`src/ppf_pkg.sv`:
```
/*
 * Shared constants and carrier types for the channel output sense and trip
 * status block of the eight-channel PWM timer module.
 * Assumes a 32-bit APB register bus with byte addresses and the timer's single
 * system clock for all producers of the carried signals.
 */
package ppf_pkg;

    localparam int PPF_CHANNELS = 8;
    localparam int PPF_TRIP_INPUTS = 4;
    localparam int PPF_ADDR_W = 12;

    // Register indices, one aligned 32-bit word per index.
    localparam logic [PPF_ADDR_W-1:0] PPF_IDX_SENSE = 12'h024;
    localparam logic [PPF_ADDR_W-1:0] PPF_IDX_STATUS = 12'h025;
    localparam logic [PPF_ADDR_W-1:0] PPF_ADDR_SENSE = 12'h090;
    localparam logic [PPF_ADDR_W-1:0] PPF_ADDR_STATUS = 12'h094;

    // Trip status field positions.
    localparam int PPF_BIT_COMBINED = 7;
    localparam int PPF_BIT_LOCK_ON = 6;
    localparam int PPF_BIT_LEVEL = 5;
    localparam int PPF_BIT_RSVD = 4;

    // Reset values.
    localparam logic [7:0] PPF_SENSE_RST = 8'h00;
    localparam logic [3:0] PPF_TRIP_RST = 4'h0;
    localparam logic [7:0] PPF_OUT_RST = 8'h00;
    localparam logic [31:0] PPF_RDATA_RST = 32'h0000_0000;

    typedef struct packed {
        logic psel;
        logic penable;
        logic pwrite;
        logic [PPF_ADDR_W-1:0] paddr;
        logic [31:0] pwdata;
        logic [3:0] pstrb;
    } ppf_apb_req_t;

    typedef struct packed {
        logic pready;
        logic pslverr;
        logic [31:0] prdata;
    } ppf_apb_rsp_t;

    // Trip signals from the detection and filter logic, same clock.
    typedef struct packed {
        logic ctrl_en;
        logic [PPF_TRIP_INPUTS-1:0] input_en;
        logic [PPF_TRIP_INPUTS-1:0] detect;
        logic [PPF_TRIP_INPUTS-1:0] level;
    } ppf_trip_in_t;

    // Handshake toward the mode register that owns the lock-off bit.
    typedef struct packed {
        logic set_req;
        logic release_ok;
    } ppf_lock_ctl_t;

endpackage

```
`src/ppf_polarity_fault.sv`:
```
/*
 * Channel output sense register, trip status register and the safe-value
 * output stage of the eight-channel PWM timer module, as an APB slave.
 * Assumes the mode register lives elsewhere: it supplies the lock-off level,
 * a pulse when software writes 1 to lock-off, and honours the lock handshake.
 * The trip detection and filter logic run on clk_sys and feed ppf_trip_in_t.
 */
`timescale 1ns/1ps

// Function
// - On trip, outputs drive their sense value
// - Sense 0 active high, 1 active low
// - Sense writes only while lock-off is 1
// - Sense register index 24h, bit n channel n
// - Combined flag is OR of input flags
// - Combined clears by read, then write 0
// - New trip between read and write restarts
// - Clearing input flags clears combined flag
// - Lock-on reads inverse; writing 1 sets
// - Lock-on clears after read 1, lock-off write
// - Lock blocks protected writes, else allowed
// - Bit 5 is OR of enabled levels
// - Bit 4 reserved, reads 0
// - Input 3 flag sets on enabled trip
// - Input flag clears by read, write 0
// - Clearing combined flag clears all input flags
// - Status register index 25h, eight bits
// - Inputs 2 to 0 behave like input 3
// - New trip restarts input clearing sequence
module ppf_polarity_fault
    import ppf_pkg::*;
(
    input wire logic clk_sys,
    input wire logic rst,
    input wire ppf_apb_req_t apb_req,
    output ppf_apb_rsp_t apb_rsp,
    input wire ppf_trip_in_t trip_in,
    input wire logic write_lock_off,
    input wire logic write_lock_off_wr,
    output ppf_lock_ctl_t lock_ctl,
    input wire logic [PPF_CHANNELS-1:0] pwm_demand,
    output logic [PPF_CHANNELS-1:0] channel_out
);

    // Decoding shared by the read path and the write path.
    function automatic logic [1:0] decode_reg(input logic [PPF_ADDR_W-1:0] addr);
        logic [1:0] hit;
        hit = 2'h0;
        if (addr == PPF_ADDR_SENSE) begin
            hit[0] = 1'b1;
        end
        if (addr == PPF_ADDR_STATUS) begin
            hit[1] = 1'b1;
        end
        return hit;
    endfunction

    logic [PPF_CHANNELS-1:0] channel_output_sense;
    logic [PPF_TRIP_INPUTS-1:0] input_trip_flag;
    logic [PPF_TRIP_INPUTS-1:0] input_clear_armed;
    logic combined_clear_armed;
    logic lock_release_armed;
    logic lock_set_pulse;
    logic [31:0] read_data;

    logic combined_trip_flag;
    logic write_lock_on;
    logic trip_inputs_level;
    logic [PPF_TRIP_INPUTS-1:0] enabled_detect;
    logic any_enabled_detect;
    logic any_enabled_level;
    logic [7:0] trip_status;

    logic setup_phase;
    logic access_done;
    logic [1:0] setup_hit;
    logic [1:0] access_hit;
    logic sense_write;
    logic status_write;
    logic status_read;
    logic combined_clear;
    logic [PPF_TRIP_INPUTS-1:0] input_clear;

    assign enabled_detect = trip_in.detect & trip_in.input_en & {PPF_TRIP_INPUTS{trip_in.ctrl_en}};
    assign any_enabled_detect = |enabled_detect;
    assign any_enabled_level = |(trip_in.level & trip_in.input_en);

    // Combined flag is derived, so clearing every input flag clears it too.
    assign combined_trip_flag = |input_trip_flag;

    assign write_lock_on = ~write_lock_off;

    assign trip_inputs_level = trip_in.ctrl_en & any_enabled_level;

    always_comb begin
        trip_status = 8'h00;
        trip_status[PPF_BIT_COMBINED] = combined_trip_flag;
        trip_status[PPF_BIT_LOCK_ON] = write_lock_on;
        trip_status[PPF_BIT_LEVEL] = trip_inputs_level;
        trip_status[PPF_BIT_RSVD] = 1'b0;
        trip_status[PPF_TRIP_INPUTS-1:0] = input_trip_flag;
    end

    // The slave never inserts wait states: each access completes at the
    // first rising edge of its access phase.
    assign setup_phase = apb_req.psel & ~apb_req.penable;
    assign access_done = apb_req.psel & apb_req.penable;
    assign setup_hit = decode_reg(apb_req.paddr);
    assign access_hit = decode_reg(apb_req.paddr);

    assign apb_rsp.pready = 1'b1;
    assign apb_rsp.pslverr = access_done & ~(|access_hit);
    assign apb_rsp.prdata = read_data;

    assign sense_write = access_done & apb_req.pwrite & access_hit[0] & apb_req.pstrb[0];
    assign status_write = access_done & apb_req.pwrite & access_hit[1] & apb_req.pstrb[0];
    assign status_read = access_done & ~apb_req.pwrite & access_hit[1];

    // Read data is captured in the setup cycle so it is a flop output by the
    // access phase; the clear sequences arm on what software actually saw.
    always_ff @(posedge clk_sys or posedge rst) begin
        if (rst) begin
            read_data <= PPF_RDATA_RST;
        end else if (setup_phase & ~apb_req.pwrite) begin
            if (setup_hit[0]) begin
                read_data <= {24'h000000, channel_output_sense};
            end else if (setup_hit[1]) begin
                read_data <= {24'h000000, trip_status};
            end else begin
                read_data <= PPF_RDATA_RST;
            end
        end
    end

    // Sense bits are write protected; writes under lock are dropped silently.
    always_ff @(posedge clk_sys or posedge rst) begin
        if (rst) begin
            channel_output_sense <= PPF_SENSE_RST;
        end else if (sense_write & write_lock_off) begin
            channel_output_sense <= apb_req.pwdata[PPF_CHANNELS-1:0];
        end
    end

    // Combined clear sequence: armed by a status read that showed the flag,
    // restarted by any new enabled trip, completed by writing 0 to bit 7
    // while no enabled input still shows a trip.
    always_ff @(posedge clk_sys or posedge rst) begin
        if (rst) begin
            combined_clear_armed <= 1'b0;
        end else if (any_enabled_detect) begin
            combined_clear_armed <= 1'b0;
        end else if (status_read & read_data[PPF_BIT_COMBINED]) begin
            combined_clear_armed <= 1'b1;
        end else if (combined_clear) begin
            combined_clear_armed <= 1'b0;
        end
    end

    assign combined_clear = status_write & combined_clear_armed & ~any_enabled_detect &
                            ~apb_req.pwdata[PPF_BIT_COMBINED] & ~any_enabled_level;

    genvar gi;
    generate
        for (gi = 0; gi < PPF_TRIP_INPUTS; gi = gi + 1) begin : g_trip
            // Per-input clear sequence, restarted by a new trip on this input.
            always_ff @(posedge clk_sys or posedge rst) begin
                if (rst) begin
                    input_clear_armed[gi] <= 1'b0;
                end else if (enabled_detect[gi]) begin
                    input_clear_armed[gi] <= 1'b0;
                end else if (status_read & read_data[gi]) begin
                    input_clear_armed[gi] <= 1'b1;
                end else if (input_clear[gi]) begin
                    input_clear_armed[gi] <= 1'b0;
                end
            end

            assign input_clear[gi] = status_write & input_clear_armed[gi] & ~enabled_detect[gi] &
                                     ~apb_req.pwdata[gi] & ~trip_in.level[gi];

            // A trip in the same cycle as a clear keeps the flag set.
            always_ff @(posedge clk_sys or posedge rst) begin
                if (rst) begin
                    input_trip_flag[gi] <= 1'b0;
                end else if (enabled_detect[gi]) begin
                    input_trip_flag[gi] <= 1'b1;
                end else if (input_clear[gi] | combined_clear) begin
                    input_trip_flag[gi] <= 1'b0;
                end
            end
        end
    endgenerate

    // Writing 1 to lock-on asks the mode register to drop lock-off.
    always_ff @(posedge clk_sys or posedge rst) begin
        if (rst) begin
            lock_set_pulse <= 1'b0;
        end else begin
            lock_set_pulse <= status_write & apb_req.pwdata[PPF_BIT_LOCK_ON];
        end
    end

    // Release is granted only after lock-on was read as 1; the mode register
    // lets a 1 into lock-off only while release_ok is high.
    always_ff @(posedge clk_sys or posedge rst) begin
        if (rst) begin
            lock_release_armed <= 1'b0;
        end else if (lock_set_pulse | write_lock_off | write_lock_off_wr) begin
            lock_release_armed <= 1'b0;
        end else if (status_read & read_data[PPF_BIT_LOCK_ON]) begin
            lock_release_armed <= 1'b1;
        end
    end

    assign lock_ctl.set_req = lock_set_pulse;
    // A software write of 1 to lock-off uses up the release, so a second
    // attempt needs a fresh read of lock-on as 1.
    assign lock_ctl.release_ok = lock_release_armed;

    // Safe value on a trip is the sense bit, which is each channel's
    // inactive level; otherwise the demand is inverted for active-low sense.
    always_ff @(posedge clk_sys or posedge rst) begin
        if (rst) begin
            channel_out <= PPF_OUT_RST;
        end else if (trip_in.ctrl_en & combined_trip_flag) begin
            channel_out <= channel_output_sense;
        end else begin
            channel_out <= pwm_demand ^ channel_output_sense;
        end
    end

endmodule

```
`config.mk`:
```
export PLATFORM = sky130hd
export DESIGN_NAME = ppf_polarity_fault
export DESIGN_NICKNAME = d
export VERILOG_FILES = /design/src/ppf_pkg.sv /design/src/ppf_polarity_fault.sv
export SDC_FILE = /design/constraint.sdc
export NUM_CORES = 1
export LEC_CHECK = 0
export BUFFER_PORTS_ARGS = -buffer_cell sky130_fd_sc_hd__buf_2
export CORE_ASPECT_RATIO = 0.7
export CORE_MARGIN = 3
export CORE_UTILIZATION = 45
export DETAILED_ROUTE_END_ITERATION = 7
export PLACE_DENSITY_LB_ADDON = 0.2
export SLEW_MARGIN = 20
export SYNTH_ARGS = -nofsm -noshare
export SYNTH_HDL_FRONTEND = slang
export SYNTH_SLANG_ARGS = --single-unit
```
`constraint.sdc`:
```
create_clock -name clk_sys -period 3.8 [get_ports clk_sys]
set_input_delay 0.95 -clock clk_sys [delete_from_list [all_inputs] [get_ports clk_sys]]
set_output_delay 0.95 -clock clk_sys [all_outputs]
set_load 0.01 [all_outputs]
```
== Yosys cells after proc, flatten, opt, wreduce, memory -nomap -nowiden ==
Cells that the tools add are included.
Storage, ports and cells
  bits in registers: 59
  bits in writable memories: 0
  bits in latches: 0
  input bits: 76
  ROM bits: 0
  memories kept: 0
Operators by class
  $lt $le $gt $ge: 0
  shift-type cells: 0
  reductions and logical operators: 14
  add/subtract/negate cells: 0
  div/mod/pow operators: 0
  multipliers: 0
  bitwise logic cells: 70
  eq/ne operators: 2
  mux-type cells: 30
Operators by type and width (number)
  bitwise AND 1 bit: 41
  two-way mux 1 bit: 27
  == test 12 x 8 -> 1 bit (second input constant): 2
  two-way mux 8 bit: 3
  NOT 1 bit: 19
  nonzero test 3 bit: 5
  bitwise AND 4 bit: 3
  OR reduction 4 bit: 3
  nonzero test 2 bit: 5
  bitwise XOR 8 bit: 1
  bitwise OR 1 bit: 6
  OR reduction 2 bit: 1

== Longest topological paths before layout ==
  word-level depth: 11
  gate-level depth with buffers: 5
  mapped depth without buffers: 4

== Worst setup path before layout ==
Ideal clock, no wire load.
  path kind: input to output
  from: in apb_req[42] (netlist name)
  to: out apb_rsp[32] (netlist name)
  buffers on the path: 0
  arrival: 1.915 ns
  cell stages on the path: 3
  setup slack: 0.935 ns
  cells stage by stage: or4bb_1 nor3_1 nor2_1
RTL lines
  start: declaration: line ppf_polarity_fault.sv:35  | input wire ppf_apb_req_t apb_req,
  end: declaration: line ppf_polarity_fault.sv:36  | output ppf_apb_rsp_t apb_rsp,

==> results.yml <==
floorplan:
  start_util: 0.494
  fp.dieArea_um2: 4920
  io_pins: 120
  dieWidth_um: 82.6
  row_count: 18
  die_height_um: 59.6
  coreArea_um2: 3740
place:
  dp_worst_setup_slack_ns: 0.605
  hpwl_um: 3240
  globalplace.congestion: 0.832
  portBuffers: 67
  place_inst: 299
timing:
  setup_slack_ns: 0.584
  finalCritPeriodShare: 0.846
  slew_violations: 0
  rsz0062_at_grt: "no"
  fin_crit_ns: 3.22
  hold_ws_ns: 0.443
  max_freq_mhz: 311
  setup_viol: 0
  worstMarginPinSlew_ns: 0.697
  max_slew_margin: 0.529
  setup_tns_ns: 0
  final_hold_viol_count: 0
  skew_ns: 0.00326
routing:
  ant_nets: 0
  wl_um: 4260
  avgRoutedWirePerCell_um: 14.0
  drt-initial-drc-count: 75
  route.detailed.drc: 0
  via_per_inst: 5.07
  routed-via-count: 1546
  firstDrtPassIters: 4
pwr:
  power.density_nw_per_um2: 323
  fin_total_pwr_w: 0.000708
  p_leak_nw: 1.15
  peakVddDrop_mv: 0.171
final_layout:
  final_common_cell: "buf_2"
  fill_cells: 345
  nets: 332
  final_cells: 305
  syn2layout_area_growth_pct: 18.6
  drive_gt1_frac: 0.322
  n_antenna_cell: 0
  layout.cells.most_common_list: "buf_2 (67), nand2_1 (38), dfrtp_1 (35)"
setup_path:
  crit_path_cell_trace: "buf_2 -> or4bb_1 -> nor3_1 -> nor2_1 -> buf_2"
  cp_max_fo: 5
  crit_path_max_incr_delay_ns: 0.57
  cp_slowest_cell: "or4bb_1"
  arrival_ns: 2.27
  start_kind: "input port"
  ff2ff_path_depth: 4
  cpLargestDelayFamily: "simple AND/OR/NAND/NOR gates"
  crit_top_cell: "buf_2"
  worstPathRequired_ns: 2.85
  cp-end-kind: "output port"
  crit_type: "input port to output port"
  worst-path-buf-inv: 2
  cp.depth: 5
grt:
  globalRouteOverflowTotal: 0
  antenna_found_initial: 0
  grt_pass1_wl_um: 6870
  grt.total_usage: 0.186
  grt_max_degree: 36
  grt_pass1_vias: 1430
job:
  cap_violations: 0
worst_hold_path:
  hold_depth: 1
  min_path_type: "register to register"
yosys:
  syn_area_per_cell_um2: 9.78
  ys_seq_elements: 35
  synth_cells: 189
  synthesis.area_um2: 1850
  yosys_warnings: 0
  synth_cell_types: 34
  synth.yosys.seq_area_share: 0.474
clock_tree:
  cts_tree: "done"
  cts_buffer_depth: 2
  htreeDepth: 2
  cts_root_buffer: "clkbuf_8"
  clk_pin_slew_ns: 0.06
  hold_buffers: 0
  clock-sinks: 35
  cts_buffers: 5
  insertion_delay_ns: 0.28
  postCtsResizedCells: 0
  post-cts-setup-buffers: 0
status:
  status: "complete, no violations"
## registers in the layout, indices dropped and copies added (netlist names)
signal	flops
channel_out	8
channel_output_sense	8
combined_clear_armed	1
input_clear_armed	4
input_trip_flag	4
lock_release_armed	1
lock_set_pulse	1
read_data	8
## through the flow
step                      cell area, um2  utilization
final                               2190        0.586
after global routing                2190        0.586
after CTS                           2190        0.586
after floorplan                     1930            -
after global placement              2120        0.567
after detailed placement            2120        0.567
## where the power goes
group / internal [W] / total (W) / switching (W)
registers: 0.000377 / 0.000378 / 0.000000957
logic: 0.0000336 / 0.0000847 / 0.0000511
clock network: 0.000122 / 0.000245 / 0.000123
## cell families after synthesis
| kind of cell | count (synthesis) | synth area share |
|---|---|---|
| XOR/XNOR | 8 | 0.0379 |
| AO/OA/AOI/OAI | 30 | 0.104 |
| AND/OR/NAND/NOR | 70 | 0.189 |
| buffers and inverters | 32 | 0.121 |
| flip-flops | 35 | 0.474 |
| other | 2 | 0.00406 |
| multiplexers | 12 | 0.0704 |
## cells in the mapped netlist
cell type / number / share of area
mux2_2: 8 / 0.049
xnor2_1: 8 / 0.038
nand4b_1: 1 / 0.0047
and4b_1: 1 / 0.0054
mux2i_1: 4 / 0.022
clkbuf_1: 1 / 0.0020
a22oi_1: 2 / 0.0081
nor4_1: 3 / 0.010
nor2b_1: 2 / 0.0068
nand2_1: 38 / 0.077
nand2b_1: 2 / 0.0068
or4_4: 1 / 0.0061
a32o_1: 1 / 0.0054
conb_1: 2 / 0.0041
a22o_1: 2 / 0.0095
nand4_1: 1 / 0.0034
nand3_1: 4 / 0.011
and4_1: 1 / 0.0047
buf_2: 2 / 0.0054
a21oi_1: 1 / 0.0027
or4bb_1: 1 / 0.0061
or4b_1: 1 / 0.0054
dfrtp_1: 35 / 0.47
inv_1: 1 / 0.0020
buf_4: 27 / 0.11
buf_1: 1 / 0.0020
o21ai_0: 14 / 0.038
nor3_1: 1 / 0.0027
or3_1: 2 / 0.0068
o211ai_1: 9 / 0.037
or4_1: 3 / 0.012
a31oi_1: 1 / 0.0034
nor4bb_1: 1 / 0.0054
nor2_1: 7 / 0.014
## final cells by class
class	instances	area, um2	share of cell area
clock buffers	6	72.6	0.0331
inverters	1	3.75	0.00171
multi-input cells	145	835	0.381
flip-flops and latches	35	876	0.400
well taps	50	62.6	0.0285
repair buffers	68	343	0.156
## path summary, 6_finish.rpt
path / to / slack [ns] / start
worst min register to register: lock_release_armed / 0.44 / lock_set_pulse
min in group asynchronous: read_data[4] / 0.76 / rst
worst min-delay path: lock_release_armed / 0.44 / lock_set_pulse
worst max-delay path: apb_rsp[32] / 0.58 / apb_req[42]
max in group asynchronous: combined_clear_armed / 2.72 / rst
worst max register to register: channel_out[4] / 2.27 / input_trip_flag[3]
## metal layers
layer	global-route usage	wire, um	vias to the layer above
met3	0.0547	411	5
met1	0.277	1990	727
li1	-	-	745
met4	0.0420	34	0
met2	0.267	1830	69
met5	0	0	-
No activity file was read; power rests on OpenSTA's default activity.
